===== src/include/slp_pkg.sv =====
/*
  Package for the synthesizer latch and power-down block: field positions,
  latch select codes and widths.
  Assumes a 24-bit serial word with two select bits in the low positions.
*/
package slp_pkg;
  localparam int WORD_W = 24;
  localparam logic [1:0] SEL_FUNCTION = 2'h0;
  localparam logic [1:0] SEL_REFERENCE = 2'h1;
  localparam logic [1:0] SEL_DIVIDER = 2'h2;
  // Function control latch fields
  localparam int FN_PRESCALER_HI = 23;
  localparam int FN_PRESCALER_LO = 22;
  localparam int FN_PD_SYNC = 21;
  localparam int FN_PD_ARM = 20;
  localparam int FN_CUR2_HI = 19;
  localparam int FN_CUR2_LO = 17;
  localparam int FN_CUR1_HI = 16;
  localparam int FN_CUR1_LO = 14;
  localparam int FN_MUTE = 11;
  localparam int FN_GAIN = 10;
  localparam int FN_TRISTATE = 9;
  // Divider latch fields
  localparam int DV_HALF_FB = 23;
  localparam int DV_HALVER = 22;
  localparam int DV_GAIN = 21;
  localparam int DV_MAIN_HI = 20;
  localparam int DV_MAIN_LO = 8;
  localparam int DV_SPARE = 7;
  localparam int DV_SWAL_HI = 6;
  localparam int DV_SWAL_LO = 2;
  // Reference latch fields
  localparam int RF_BAND_HI = 21;
  localparam int RF_BAND_LO = 20;
  localparam int RF_TEST = 19;
  localparam int RF_LDP = 18;
  localparam int RF_ABP_HI = 17;
  localparam int RF_ABP_LO = 16;
  localparam int RF_RDIV_HI = 15;
  localparam int RF_RDIV_LO = 2;
  // Reset values (none documented: all zero) and reference edges for synchronous power-down
  localparam logic [23:0] LATCH_RST = 24'h000000;
  localparam logic [1:0] SYNC_EDGES = 2'h2;
endpackage : slp_pkg


===== src/slp_core.sv =====
/*
  Serial latch bank with power-down control of a frequency synthesizer.
  Assumes the shift clock, data, load strobe, chip enable, reference divider
  output and lock flag are asynchronous pins, sampled on clk_in.
*/
module slp_core
  import slp_pkg::*;
(
  // Clock and reset
  input wire logic clk_in,
  input wire logic rst_b_in,
  // Serial link pins
  input wire logic shift_clk_in,
  input wire logic shift_data_in,
  input wire logic load_strobe_in,
  // Device pins and analog feedback
  input wire logic chip_enable_in,
  input wire logic ref_div_out_in,
  input wire logic loop_locked_in,
  // Latch contents
  output logic [WORD_W-1:0] function_control_latch_out,
  output logic [WORD_W-1:0] reference_divider_latch_out,
  output logic [WORD_W-1:0] divider_word_latch_out,
  // Decoded controls
  output logic [1:0] prescaler_select_out,
  output logic [2:0] pump_current_out,
  output logic pump_gain_select_out,
  output logic pump_tristate_out,
  output logic counters_hold_out,
  output logic lock_detect_clear_out,
  output logic rf_output_enable_out,
  output logic ref_buffer_enable_out,
  output logic powered_up_out,
  output logic band_search_out,
  output logic powered_down_out
);
  logic [2:0] sclk_s_r, le_s_r;
  logic [1:0] data_s_r, ce_s_r, lock_s_r;
  logic [2:0] ref_s_r;
  logic [WORD_W-1:0] shift_r;
  logic [WORD_W-1:0] fn_r, rf_r, dv_r;
  logic gain_r, pd_r, sync_pend_r, powered_r, band_req_r;
  logic [1:0] edge_cnt_r;
  logic sclk_rise, le_rise, ref_rise, ce_ok, lock_ok, down;
  logic load_fn, load_dv, load_rf;

  // Pin synchronisers; edge detects use stages 2 and 3 only
  always_ff @(posedge clk_in or negedge rst_b_in)
  begin
    if (!rst_b_in)
    begin
      sclk_s_r <= 3'h0;
      le_s_r <= 3'h0;
      ref_s_r <= 3'h0;
      data_s_r <= 2'h0;
      ce_s_r <= 2'h0;
      lock_s_r <= 2'h0;
    end
    else
    begin
      sclk_s_r <= {sclk_s_r[1:0], shift_clk_in};
      le_s_r <= {le_s_r[1:0], load_strobe_in};
      ref_s_r <= {ref_s_r[1:0], ref_div_out_in};
      data_s_r <= {data_s_r[0], shift_data_in};
      ce_s_r <= {ce_s_r[0], chip_enable_in};
      lock_s_r <= {lock_s_r[0], loop_locked_in};
    end
  end

  assign sclk_rise = sclk_s_r[1] & ~sclk_s_r[2];
  assign le_rise = le_s_r[1] & ~le_s_r[2];
  assign ref_rise = ref_s_r[1] & ~ref_s_r[2];
  assign ce_ok = ce_s_r[1];
  assign lock_ok = lock_s_r[1];
  // Shift register accepts data regardless of power state
  assign load_fn = le_rise && shift_r[1:0] == SEL_FUNCTION;
  assign load_rf = le_rise && shift_r[1:0] == SEL_REFERENCE;
  assign load_dv = le_rise && shift_r[1:0] == SEL_DIVIDER;

  // MSB first: new bit enters at the bottom
  always_ff @(posedge clk_in or negedge rst_b_in)
  begin
    if (!rst_b_in)
      shift_r <= LATCH_RST;
    else if (sclk_rise)
      shift_r <= {shift_r[WORD_W-2:0], data_s_r[1]};
  end

  // Latch transfer on strobe rise; test-latch code ignored
  always_ff @(posedge clk_in or negedge rst_b_in)
  begin
    if (!rst_b_in)
    begin
      fn_r <= LATCH_RST;
      rf_r <= LATCH_RST;
      dv_r <= LATCH_RST;
    end
    else
    begin
      if (load_fn)
        fn_r <= shift_r;
      if (load_rf)
        rf_r <= shift_r;
      if (load_dv)
        dv_r <= shift_r;
    end
  end

  // Pump gain follows the most recent writer
  always_ff @(posedge clk_in or negedge rst_b_in)
  begin
    if (!rst_b_in)
      gain_r <= 1'b0;
    else if (load_dv)
      gain_r <= shift_r[DV_GAIN];
    else if (load_fn)
      gain_r <= shift_r[FN_GAIN];
  end

  // First function load brings circuits up
  always_ff @(posedge clk_in or negedge rst_b_in)
  begin
    if (!rst_b_in)
      powered_r <= 1'b0;
    else if (load_fn)
      powered_r <= 1'b1;
  end

  // Divider load asks for a band search; power cycling alone never does.
  // A request made while down waits for power to return.
  always_ff @(posedge clk_in or negedge rst_b_in)
  begin
    if (!rst_b_in)
      band_req_r <= 1'b0;
    else if (load_dv)
      band_req_r <= 1'b1;
    else if (!down)
      band_req_r <= 1'b0;
  end

  // Programmed power-down: immediate or reference-gated
  always_ff @(posedge clk_in or negedge rst_b_in)
  begin
    if (!rst_b_in)
    begin
      pd_r <= 1'b0;
      sync_pend_r <= 1'b0;
      edge_cnt_r <= 2'h0;
    end
    else if (load_fn)
    begin
      edge_cnt_r <= 2'h0;
      if (!shift_r[FN_PD_ARM])
      begin
        pd_r <= 1'b0;
        sync_pend_r <= 1'b0;
      end
      else if (!shift_r[FN_PD_SYNC])
      begin
        pd_r <= 1'b1;
        sync_pend_r <= 1'b0;
      end
      else
        sync_pend_r <= 1'b1;
    end
    else if (sync_pend_r && ref_rise)
    begin
      if (edge_cnt_r == SYNC_EDGES - 2'h1)
      begin
        pd_r <= 1'b1;
        sync_pend_r <= 1'b0;
      end
      edge_cnt_r <= edge_cnt_r + 2'h1;
    end
  end

  assign down = !ce_ok || pd_r || !powered_r;

  assign function_control_latch_out = fn_r;
  assign reference_divider_latch_out = rf_r;
  assign divider_word_latch_out = dv_r;
  assign prescaler_select_out = fn_r[FN_PRESCALER_HI:FN_PRESCALER_LO];
  assign pump_gain_select_out = gain_r;
  assign pump_current_out = gain_r ? fn_r[FN_CUR2_HI:FN_CUR2_LO]
                                   : fn_r[FN_CUR1_HI:FN_CUR1_LO];
  assign pump_tristate_out = fn_r[FN_TRISTATE] || down;
  assign counters_hold_out = down;
  assign lock_detect_clear_out = down;
  assign ref_buffer_enable_out = !down;
  assign rf_output_enable_out = !down
    && (!fn_r[FN_MUTE] || lock_ok);
  assign powered_up_out = powered_r;
  assign band_search_out = band_req_r && !down;
  assign powered_down_out = down;

  a_async_pd: assert property (
    @(posedge clk_in) disable iff (!rst_b_in)
    load_fn && shift_r[FN_PD_ARM] && !shift_r[FN_PD_SYNC]
    |=> powered_down_out)
    else $error("Immediate power-down missed");
  a_sync_wait: assert property (
    @(posedge clk_in) disable iff (!rst_b_in)
    load_fn && shift_r[FN_PD_ARM] && shift_r[FN_PD_SYNC] && !pd_r
    ##1 (!ref_rise && !load_fn) |=> !pd_r)
    else $error("Synchronous power-down too early");
  a_sync_done: assert property (
    @(posedge clk_in) disable iff (!rst_b_in)
    sync_pend_r && ref_rise && edge_cnt_r == 2'h1 && !load_fn
    |=> pd_r)
    else $error("Synchronous power-down late");
  a_sync_early: assert property (
    @(posedge clk_in) disable iff (!rst_b_in)
    sync_pend_r && !pd_r && !load_fn
    && !(ref_rise && edge_cnt_r == 2'h1) |=> !pd_r)
    else $error("Synchronous power-down before second edge");
  a_edge_restart: assert property (
    @(posedge clk_in) disable iff (!rst_b_in)
    load_fn |=> edge_cnt_r == 2'h0)
    else $error("Reference edge count not restarted");
  a_pd_hold: assert property (
    @(posedge clk_in) disable iff (!rst_b_in)
    pd_r && !load_fn |=> pd_r)
    else $error("Programmed power-down dropped");
  a_pd_cancel: assert property (
    @(posedge clk_in) disable iff (!rst_b_in)
    load_fn && !shift_r[FN_PD_ARM] |=> !pd_r && !sync_pend_r)
    else $error("Programmed power-down not cancelled");
  a_ce_low: assert property (
    @(posedge clk_in) disable iff (!rst_b_in)
    !ce_s_r[1] |-> powered_down_out && !rf_output_enable_out)
    else $error("Chip enable low not honoured");
  a_down_fx: assert property (
    @(posedge clk_in) disable iff (!rst_b_in)
    powered_down_out |-> pump_tristate_out && counters_hold_out
    && !ref_buffer_enable_out)
    else $error("Power-down effects missing");
  a_down_lock: assert property (
    @(posedge clk_in) disable iff (!rst_b_in)
    powered_down_out |-> lock_detect_clear_out && !rf_output_enable_out)
    else $error("Lock detect or output stage left on");
  a_shift_in: assert property (
    @(posedge clk_in) disable iff (!rst_b_in)
    sclk_rise |=> shift_r[0] == $past(data_s_r[1]))
    else $error("Shift bit lost");
  a_fn_load: assert property (
    @(posedge clk_in) disable iff (!rst_b_in)
    load_fn |=> fn_r == $past(shift_r) && powered_r)
    else $error("Function latch not loaded");
  a_dv_load: assert property (
    @(posedge clk_in) disable iff (!rst_b_in)
    load_dv |=> dv_r == $past(shift_r)
    && gain_r == $past(shift_r[DV_GAIN]))
    else $error("Divider latch not loaded");
  a_rf_load: assert property (
    @(posedge clk_in) disable iff (!rst_b_in)
    load_rf |=> rf_r == $past(shift_r))
    else $error("Reference latch not loaded");
  a_fn_keep: assert property (
    @(posedge clk_in) disable iff (!rst_b_in)
    !load_fn |=> $stable(fn_r))
    else $error("Function latch changed without a load");
  a_rf_keep: assert property (
    @(posedge clk_in) disable iff (!rst_b_in)
    !load_rf |=> $stable(rf_r))
    else $error("Reference latch changed without a load");
  a_dv_keep: assert property (
    @(posedge clk_in) disable iff (!rst_b_in)
    !load_dv |=> $stable(dv_r))
    else $error("Divider latch changed without a load");
  a_up_sticky: assert property (
    @(posedge clk_in) disable iff (!rst_b_in)
    powered_r |=> powered_r)
    else $error("Power-up state lost");
  a_up_cause: assert property (
    @(posedge clk_in) disable iff (!rst_b_in)
    $rose(powered_r) |-> $past(load_fn))
    else $error("Powered up without a function load");
  a_mute_lock: assert property (
    @(posedge clk_in) disable iff (!rst_b_in)
    fn_r[FN_MUTE] && !lock_s_r[1] |-> !rf_output_enable_out)
    else $error("Output on while unlocked");
  a_rf_on: assert property (
    @(posedge clk_in) disable iff (!rst_b_in)
    !powered_down_out && !fn_r[FN_MUTE] |-> rf_output_enable_out)
    else $error("Output stage off while enabled");
  a_gain_cur: assert property (
    @(posedge clk_in) disable iff (!rst_b_in)
    gain_r |-> pump_current_out == fn_r[FN_CUR2_HI:FN_CUR2_LO])
    else $error("Wrong pump current setting");
  a_gain_cur1: assert property (
    @(posedge clk_in) disable iff (!rst_b_in)
    !gain_r |-> pump_current_out == fn_r[FN_CUR1_HI:FN_CUR1_LO])
    else $error("Wrong first pump current setting");
  a_fn_gain: assert property (
    @(posedge clk_in) disable iff (!rst_b_in)
    load_fn |=> gain_r == $past(shift_r[FN_GAIN]))
    else $error("Pump gain not taken from function latch");
  a_gain_keep: assert property (
    @(posedge clk_in) disable iff (!rst_b_in)
    !load_fn && !load_dv |=> $stable(gain_r))
    else $error("Pump gain changed without a write");
  a_tri_bit: assert property (
    @(posedge clk_in) disable iff (!rst_b_in)
    fn_r[FN_TRISTATE] |-> pump_tristate_out)
    else $error("Pump not three-stated");
  a_tri_off: assert property (
    @(posedge clk_in) disable iff (!rst_b_in)
    !fn_r[FN_TRISTATE] && !powered_down_out |-> !pump_tristate_out)
    else $error("Pump three-stated in normal operation");
  a_band_keep: assert property (
    @(posedge clk_in) disable iff (!rst_b_in)
    powered_down_out && !load_dv && !band_req_r |=> !band_search_out)
    else $error("Band search without a divider load");
  a_band_down: assert property (
    @(posedge clk_in) disable iff (!rst_b_in)
    powered_down_out |-> !band_search_out)
    else $error("Band search while powered down");
  a_band_once: assert property (
    @(posedge clk_in) disable iff (!rst_b_in)
    band_search_out && !load_dv |=> !band_search_out)
    else $error("Band search repeated");

  c_async: cover property (@(posedge clk_in) disable iff (!rst_b_in)
    load_fn && shift_r[FN_PD_ARM] && !shift_r[FN_PD_SYNC]);
  c_sync: cover property (@(posedge clk_in) disable iff (!rst_b_in)
    sync_pend_r ##1 pd_r);
  c_div_load: cover property (@(posedge clk_in) disable iff (!rst_b_in)
    load_dv);
  c_ce_drop: cover property (@(posedge clk_in) disable iff (!rst_b_in)
    powered_r && !pd_r && !ce_s_r[1]);
  c_mute_go: cover property (@(posedge clk_in) disable iff (!rst_b_in)
    fn_r[FN_MUTE] && $rose(rf_output_enable_out));
endmodule : slp_core


===== config.mk =====
export PLATFORM = sky130hd
export DESIGN_NAME = slp_core
export DESIGN_NICKNAME = d
export VERILOG_FILES = /design/src/include/slp_pkg.sv /design/src/slp_core.sv
export SDC_FILE = /design/constraint.sdc
export NUM_CORES = 1
export LEC_CHECK = 0
export BUFFER_PORTS_ARGS = -buffer_cell sky130_fd_sc_hd__buf_2
export CAP_MARGIN = 30
export CORE_ASPECT_RATIO = 1.2
export CORE_UTILIZATION = 50
export CTS_CLUSTER_SIZE = 28
export DETAILED_ROUTE_END_ITERATION = 7
export GPL_TIMING_DRIVEN = 0
export PLACE_DENSITY = 0.75
export SYNTH_ARGS = -nofsm -noshare
export SYNTH_HDL_FRONTEND = slang
export SYNTH_SLANG_ARGS = --single-unit

===== constraint.sdc =====
create_clock -name clk_in -period 4.7 [get_ports clk_in]
set_clock_uncertainty 0.05 [all_clocks]
set_input_delay 0.94 -clock clk_in [delete_from_list [all_inputs] [get_ports clk_in]]
set_output_delay 0.94 -clock clk_in [all_outputs]
set_load 0.02 [all_outputs]

# After elaboration in Yosys (flattened, before gate mapping)

Cells that the tools add are included.

Register bits: 118
Input port bits: 8
Output and inout bits: 86
Logic and storage cells: 65

Add/sub/neg operators: 1
Equality and inequality tests: 5
Muxes and demuxes: 17
Bitwise operators: 6
Reductions and logical operators: 20

Operators with widths:

| cell                | count |
|---|---|
| $mux 1              | 14 |
| $logic_and 1x1->1   | 6 |
| $reduce_bool 2->1   | 3 |
| $eq 2x1->1 const B  | 2 |
| $logic_not 1->1     | 4 |
| $logic_or 1x1->1    | 4 |
| $mux 2              | 2 |
| $and 1x1->1         | 3 |
| $mux 3              | 1 |
| $ne 3x3->1 const B  | 1 |
| $not 1->1           | 3 |
| $reduce_and 3->1    | 1 |
| $add 2x1->2 const B | 1 |
| $eq 2x2->1 const B  | 1 |
| $logic_not 2->1     | 1 |
| $ne 2x1->1 const B  | 1 |
| $reduce_and 2->1    | 1 |

# Longest topological paths before layout

Gate-level depths: netlist (run 1).

Depth after elaboration: 5
Gate-level depth with buffers: 5
Gate-level depth less buffers: 4

# Worst setup path before layout (run 1)

OpenSTA, ideal clock, no wires.

Path type: flip-flop to output port
Start point: register powered_r, in the netlist powered_up_out
End point: output band_search_out
Data arrival time: 1296 ps
Data required time: 3710 ps
Slack: 2414 ps
Cell stages (with the launch flop): 4
Buffers on the path: 0
Cell sequence: dfrtp_1 -> nand3b_1 -> inv_1 -> and2_1

Word-level cells in the longest chain between the ends: 4

Ends and longest elaborated chain:

| item                            | line            | RTL |
|---|---|---|
| start: declaration              | slp_core.sv:42  | `logic gain_r, pd_r, sync_pend_r, powered_r, band_req_r;` |
| start signal: assignment        | slp_core.sv:124 | `powered_r <= 1'b0;` |
| start signal: assignment        | slp_core.sv:126 | `powered_r <= 1'b1;` |
| $logic_not 1->1                 | slp_core.sv:177 | `assign down = !ce_ok \|\| pd_r \|\| !powered_r;` |
| $logic_or 1x1->1                | slp_core.sv:177 |  |
| named net counters_hold_out     | slp_core.sv:29  | `output logic counters_hold_out,` |
| $logic_not 1->1                 | -               |  |
| named net ref_buffer_enable_out | slp_core.sv:32  | `output logic ref_buffer_enable_out,` |
| $logic_and 1x1->1               | slp_core.sv:193 | `assign band_search_out = band_req_r && !down;` |
| end: declaration                | slp_core.sv:34  | `output logic band_search_out,` |

The timed path passes the listed nets, and every way through them passes these cells.

# Worst setup path after layout (run 1)

Start point: register pd_r
End point: output pump_tristate_out

Word-level cells in the longest chain between the ends: 3

Ends and longest elaborated chain:

| item                          | line            | RTL |
|---|---|---|
| start: declaration            | slp_core.sv:42  |  |
| start signal: assignment      | slp_core.sv:146 | `pd_r <= 1'b0;` |
| start signal: assignment      | slp_core.sv:155 | `pd_r <= 1'b0;` |
| start signal: assignment      | slp_core.sv:160 | `pd_r <= 1'b1;` |
| $logic_or 1x1->1 (2 in a row) | slp_core.sv:177 |  |
| $logic_or 1x1->1              | slp_core.sv:186 | `assign pump_tristate_out = fn_r[FN_TRISTATE] \|\| down;` |
| end: declaration              | slp_core.sv:28  | `output logic pump_tristate_out,` |

Every way passes these cells.

==> reports/results.ini, run 1 <==
[outcome]
status=completed

[global_routing]
grt_overflow=0
grt_max_degree=68
grt_pass1_vias=2528
grt_pass1_wl_mm=13.2
antenna_found_initial=0
grtUsageTotal_pct=19.8

[critical_path]
rr_startpoint=shift_r[1]
critPathLaunch=pd_r
r2r_end=function_control_latch_out[12]
cpLargestDelayFamily=simple AND/OR/NAND/NOR gates
crit_required_ns=3.71
crit_cells=3
r2r_cells=3
cp-end-kind=primary output
crit_buf_inv=1
cp_slowest_cell=or2_2
crit_type=flop to primary output
r2r_slack_ns=3.03
worstPathMaxFanout=7
crit_chain=nand3b_1 > or2_2 > buf_2
critPathArrivalTime_ns=1.81
endpoint=pump_tristate_out
cpPeakStageDelay_ns=0.39
critPathLaunchType=flop

[drt]
drc=0
antenna_left=0
via_count=2465
drt_wl_total_mm=8.02
avgViaCountPerCell=4.88
wl_per_cell_um=15.9
drt_iter0_markers=100
dr.pass1.iters=4

[timing]
tns_ns=0
fin_crit_sh_pct=59.5
worst_slew_pin_slew_ns=0.485
drv_slew=0
relSlewSlack_pct=67.6
fmax_mhz=357
hold_viol_final=0
grt_setup_unrepaired=false
post-route-min-period_ns=2.80
hold-worst-slack_ns=0.295
finalSetupViolations=0

[synthesis]
synth_cells=262
synth_nets=271
synthArstFlopShare_pct=100
synth_seq_cells=118
ys_seq_area_share_pct=66.7
ys_types=27
synth_edf_count=0
syn_area_per_cell_um2=16.9
syn_area_um2=4430
ys.flop_type=dfrtp_1
yosys_warnings=0

[finish]
area_delta_synth_final_pct=28.0
drive_gt1_share_pct=56.4
layout.nets=384
final_util_pct=66.2
diodes=0
instances_no_fill=505

[floorplan]
ios=94
die_area_um2=9230
die_w_um=87.9
die_height_um=105
num_rows=37
core_um2=8560
initial_core_util_pct=51.7

[clocking]
cts_tree=yes
root_buffer=clkbuf_8
numCtsBuffers=17
clk_latency_ns=0.50
clk_pin_slew_ns=0.05
ctsResizeCount=0
post_cts_buffers=0
cts_hold_buf=0
cts.sink_count=118
clockBufferDepth=2
htree_levels=4

[hold_path]
hp-class=flop to flop

[run]
maxCapViolations=0

[place]
routabilityCongestion=0.688
dp.final_hpwl_mm=5.27
io_buffers=93
dp.cells=473

[power_and_ir_drop]
p_leak_nw=2.98
p_per_area_nw_per_um2=601
power_mw=3.41
peakVddDrop_uv=393

-- synth_stat cells, types with 2 or more instances --
library cell,number,area [um^2]
inv_1,4,15.0
dfrtp_1,118,2950
mux2_2,57,642
nor2_1,3,11.3
buf_6,4,45.0
mux2_4,18,270
mux2_1,18,203
and2_1,2,12.5
buf_4,5,37.5
or2_2,4,25.0
a21oi_1,4,20.0
buf_2,6,30.0
nor2b_1,5,31.3
-- kinds of logic after synthesis --
family / share of synthesized area (%)
AO/OA/AOI/OAI: 1.19
XOR/XNOR: 0.198
adder cells (fa/ha/maj): 0.283
buffers and inverters: 2.97
flip-flops: 66.7
multiplexers: 25.4
AND/OR/NAND/NOR: 3.22
-- how the worst min path moves through the flow --
stage	cells past startpoint	slack, ns	from	endpoint
6_report	0	0.29	sclk_s_r[0]	sclk_s_r[1]
5_1_grt	0	0.30	le_s_r[0]	le_s_r[1]
4_1_cts	0	0.30	le_s_r[0]	le_s_r[1]
3_5_place_dp	0	0.28	sclk_s_r[0]	sclk_s_r[1]
3_3_place_gp	0	0.28	ce_s_r[0]	ce_s_r[1]
2_1_floorplan	0	0.28	ce_s_r[0]	ce_s_r[1]
-- area by class of cell --
class	count	area (um^2)
Timing Repair Buffer	94	499
Clock buffer	21	439
Sequential cell	118	2950
Fill cell	636	2900
Multi-Input combinational cell	124	1340
Clock inverter	11	155
Buffer	16	116
Tap cell	117	146
Inverter	4	15.0
-- registers in the layout, summed over array words and instances, names as in the netlist, 2 cells and up --
| register | count |
|---|---|
| edge_cnt_r | 2 |
| divider_word_latch_out | 24 |
| reference_divider_latch_out | 24 |
| lock_s_r | 2 |
| data_s_r | 2 |
| ref_s_r | 3 |
| ce_s_r | 2 |
| le_s_r | 3 |
| sclk_s_r | 3 |
| shift_r | 24 |
| function_control_latch_out | 24 |
-- report_power, final --
part           switching [mW]  leakage, nW  internal [mW]
clock network           0.422        0.299          0.867
logic                   0.385         1.16          0.325
registers               0.167         1.53           1.24
-- layer usage --
layer  vias up  share of wire, %  GRT usage [%]
met1      1237                46           25.8
met4         0               1.9           9.60
met3        14               4.6           6.64
met2        74                48           29.4
met5         -                 0              0
li1       1140                 -              -
-- per-stage QoR --
step                      area, um^2  worst slack, ns
after floorplan                 4430             2.41
after global placement          5040             1.26
after detailed placement        5070             2.43
after CTS                       5670             1.87
after global routing            5670             1.81
final                           5670             1.90
-- placed cells by master (no fill, tap or decap), drive strengths merged --
master / n
nor2: 3
xnor2: 1
a21oi: 4
clkbuf: 22
nor4b: 1
buf: 109
bufinv: 4
nand2b: 1
nand3b: 1
a21boi: 1
a32o: 1
nor3b: 1
or2: 4
and3b: 1
mux2i: 1
a21o: 1
nor2b: 5
ha: 1
clkinv: 7
and4bb: 1
inv: 4
and2: 2
dfrtp: 118
mux2: 93
a211oi: 1
No activity file was read; power rests on OpenSTA's default activity.
==> inputs of run 2 (changes only) <==
--- a/config.mk
+++ b/config.mk
@@ -5,6 +5,7 @@
 export SDC_FILE = /design/constraint.sdc
 export NUM_CORES = 1
 export LEC_CHECK = 0
+export ABC_AREA = 1
 export BUFFER_PORTS_ARGS = -buffer_cell sky130_fd_sc_hd__buf_2
 export CAP_MARGIN = 30
 export CORE_ASPECT_RATIO = 1.2
==> constraint.sdc (replaced) <==
create_clock -name clk_in -period 2.7 [get_ports clk_in]
set_clock_uncertainty 0.05 [all_clocks]
set_input_delay 0.54 -clock clk_in [delete_from_list [all_inputs] [get_ports clk_in]]
set_output_delay 0.54 -clock clk_in [all_outputs]
set_load 0.02 [all_outputs]
==> run 2 against run 1 <==
Effect of this change:
- sequential cell count stayed put
- area after synthesis up 3.9%
- cell count rose by 28%
- global-route usage grew 2.8 points
- non-clock buffer count is 5 higher
- utilization grew 0.60 points
- critical path type unchanged
==> reports/results.ini, run 2 <==
[outcome]
status=completed

[synthesis]
synth_edf_count=0
syn_area_per_cell_um2=11.5
yosys_warnings=0
syn_area_um2=4600
ys.flop_type=dfrtp_1
synth.most_common_cell=dfrtp_1
synthArstFlopShare_pct=100
synth_cells=401
yosysTopAreaCell=dfrtp_1
ys_types=28
ys_seq_area_share_pct=64.2
yosys-top-cells-count=118 x dfrtp_1, 96 x nand2_1, 59 x o21ai_2, 36 x inv_1, 25 x o21ai_0
synth_nets=410
synthTopCellsByArea=dfrtp_1 64%, o21ai_2 11%, nand2_1 7.8%
synth_seq_cells=118
synth_top_area_share_pct=64.2

[power_and_ir_drop]
switchingPower_mw=1.51
peakVddDrop_uv=453
p_sw_share_pct=28.6
p_comb_share_pct=16.9
p_int_mw=3.77
p_per_area_nw_per_um2=905
seqPwrFrac_pct=40.2
p_leak_nw=3.00
power_frac_clock_pct=42.9

[drt]
wl_per_cell_um=15.2
drt_wl_total_mm=9.77
antenna_left=0
via_count=3224
drt_iter0_markers=205
avgViaCountPerCell=5.01
dr.pass1.iters=5
drc=0

[clocking]
cts_tree=yes
numCtsBuffers=17
clockBufferDepth=2
post_cts_buffers=0
cts.sink_count=118
clk_pin_slew_ns=0.06
htree_levels=4
cts_hold_buf=0
ctsResizeCount=0
clk_latency_ns=0.50
root_buffer=clkbuf_8

[timing]
worst_slew_pin_slew_ns=0.750
fin_crit_sh_pct=82.8
hold_viol_final=0
relSlewSlack_pct=50.0
finalWorstSetupSlack_ns=0.465
fmax_mhz=447
hold-worst-slack_ns=0.0481
grt_setup_unrepaired=false
drv_slew=0
finalSetupViolations=0
post-route-min-period_ns=2.24
tns_ns=0

[critical_path]
critPathLaunch=pd_r
crit_chain=nor3_2 > inv_1 > or2_1 > buf_2
rr_startpoint=le_s_r[2]
cp-end-kind=primary output
crit_type=flop to primary output
critPathArrivalTime_ns=1.65
critPathLaunchType=flop
cpPeakStageDelay_ns=0.39
crit_required_ns=2.11
worstPathMaxFanout=6
cp_slowest_cell=dfrtp_1

[finish]
final_common_cell=dfrtp_1
drive_gt1_share_pct=42.3
final_util_pct=66.8
stdcell_area_um2=5840
layout.nets=523
area_delta_synth_final_pct=27.1
fillCellCount=666
final_cell_mix=118 x dfrtp_1, 96 x nand2_1, 95 x buf_2
diodes=0

[place]
routabilityCongestion=0.750
placed_area_um2=5240
dp_slack_ns=0.968
dp.final_hpwl_mm=6.51
io_buffers=93

[floorplan]
ios=94
die_w_um=89.5
die_height_um=107
core_um2=8750
num_rows=37
initial_core_util_pct=52.5
die_area_um2=9580

[global_routing]
grt_overflow=0
grt_pass1_wl_mm=15.8
antenna_found_initial=0
grtUsageTotal_pct=22.5
grt_pass1_vias=3167
grt_max_degree=61

[hold_path]
hp-class=input port to async pin

[run]
maxCapViolations=0

[run 2: changes by cell type after synthesis, moves of 8 or more]
cell | before | now
buf_6 | 4 | 12
inv_1 | 4 | 36
mux2_1 | 18 | 0
mux2_2 | 57 | 3
mux2_4 | 18 | 0
nand2_1 | 0 | 96
o21ai_0 | 0 | 25
o21ai_2 | 0 | 59
[run 2: cells by family after synthesis]
| kind of cell | Yosys count | synth area share (%) |
|---|---|---|
| AND/OR/NAND/NOR | 125 | 12.3 |
| XOR/XNOR | 1 | 0.191 |
| flip-flops | 118 | 64.2 |
| AO/OA/AOI/OAI | 92 | 14.9 |
| adder cells (fa/ha/maj) | 1 | 0.272 |
| multiplexers | 3 | 0.735 |
| buffers and inverters | 61 | 7.35 |
[run 2: cell type report]
cell class | count | area [um^2] | share of cell area, %
Tap cell | 117 | 146 | 2.51
Multi-Input combinational cell | 222 | 1310 | 22.4
Clock buffer | 18 | 418 | 7.16
Inverter | 40 | 150 | 2.57
Buffer | 21 | 188 | 3.21
Sequential cell | 118 | 2950 | 50.6
Timing Repair Buffer | 94 | 495 | 8.48
Clock inverter | 14 | 184 | 3.15
[run 2: final timing paths]
check / end / slack [ns] / depth (start not counted)
max: pump_tristate_out / 0.46 / 4
min: divider_word_latch_out[23] / 0.05 / 1
max reg2reg: reference_divider_latch_out[13] / 1.39 / 5
min reg2reg: ce_s_r[1] / 0.30 / 0
max in group asynchronous: shift_r[12] / 1.81 / 2
min in group clk_in: lock_s_r[0] / 0.09 / 1
[run 2: power groups by stage]
stage          clock [mW]  combinational, mW  sequential, mW
5_1_grt              2.38              0.980            2.15
3_3_place_gp            0              0.876            2.14
2_1_floorplan           0              0.402            2.32
3_5_place_dp            0              0.899            2.15
6_report             2.27              0.892            2.12
4_1_cts              2.29              0.907            2.12
[run 2: metrics by stage]
stage / instances / power, mW
after floorplan: 401 / 2.72
after global placement: 611 / 3.02
after detailed placement: 612 / 3.05
after CTS: 644 / 5.32
after global routing: 644 / 5.51
final: 644 / 5.28
[run 2: critical path, delay by kind of cell (launching register included)]
family,cells,cell delay [ns]
and+or+nand+nor,2,0.45
DFF,1,0.39
buffers and inverters,2,0.30
[run 2: metal layers]
layer,global-route usage [%],wire length (um),up-vias
met5,0,0,-
met3,6.24,324,8
met2,34.9,4950,75
met1,30.5,4410,1631
met4,7.71,88,0
li1,-,-,1510
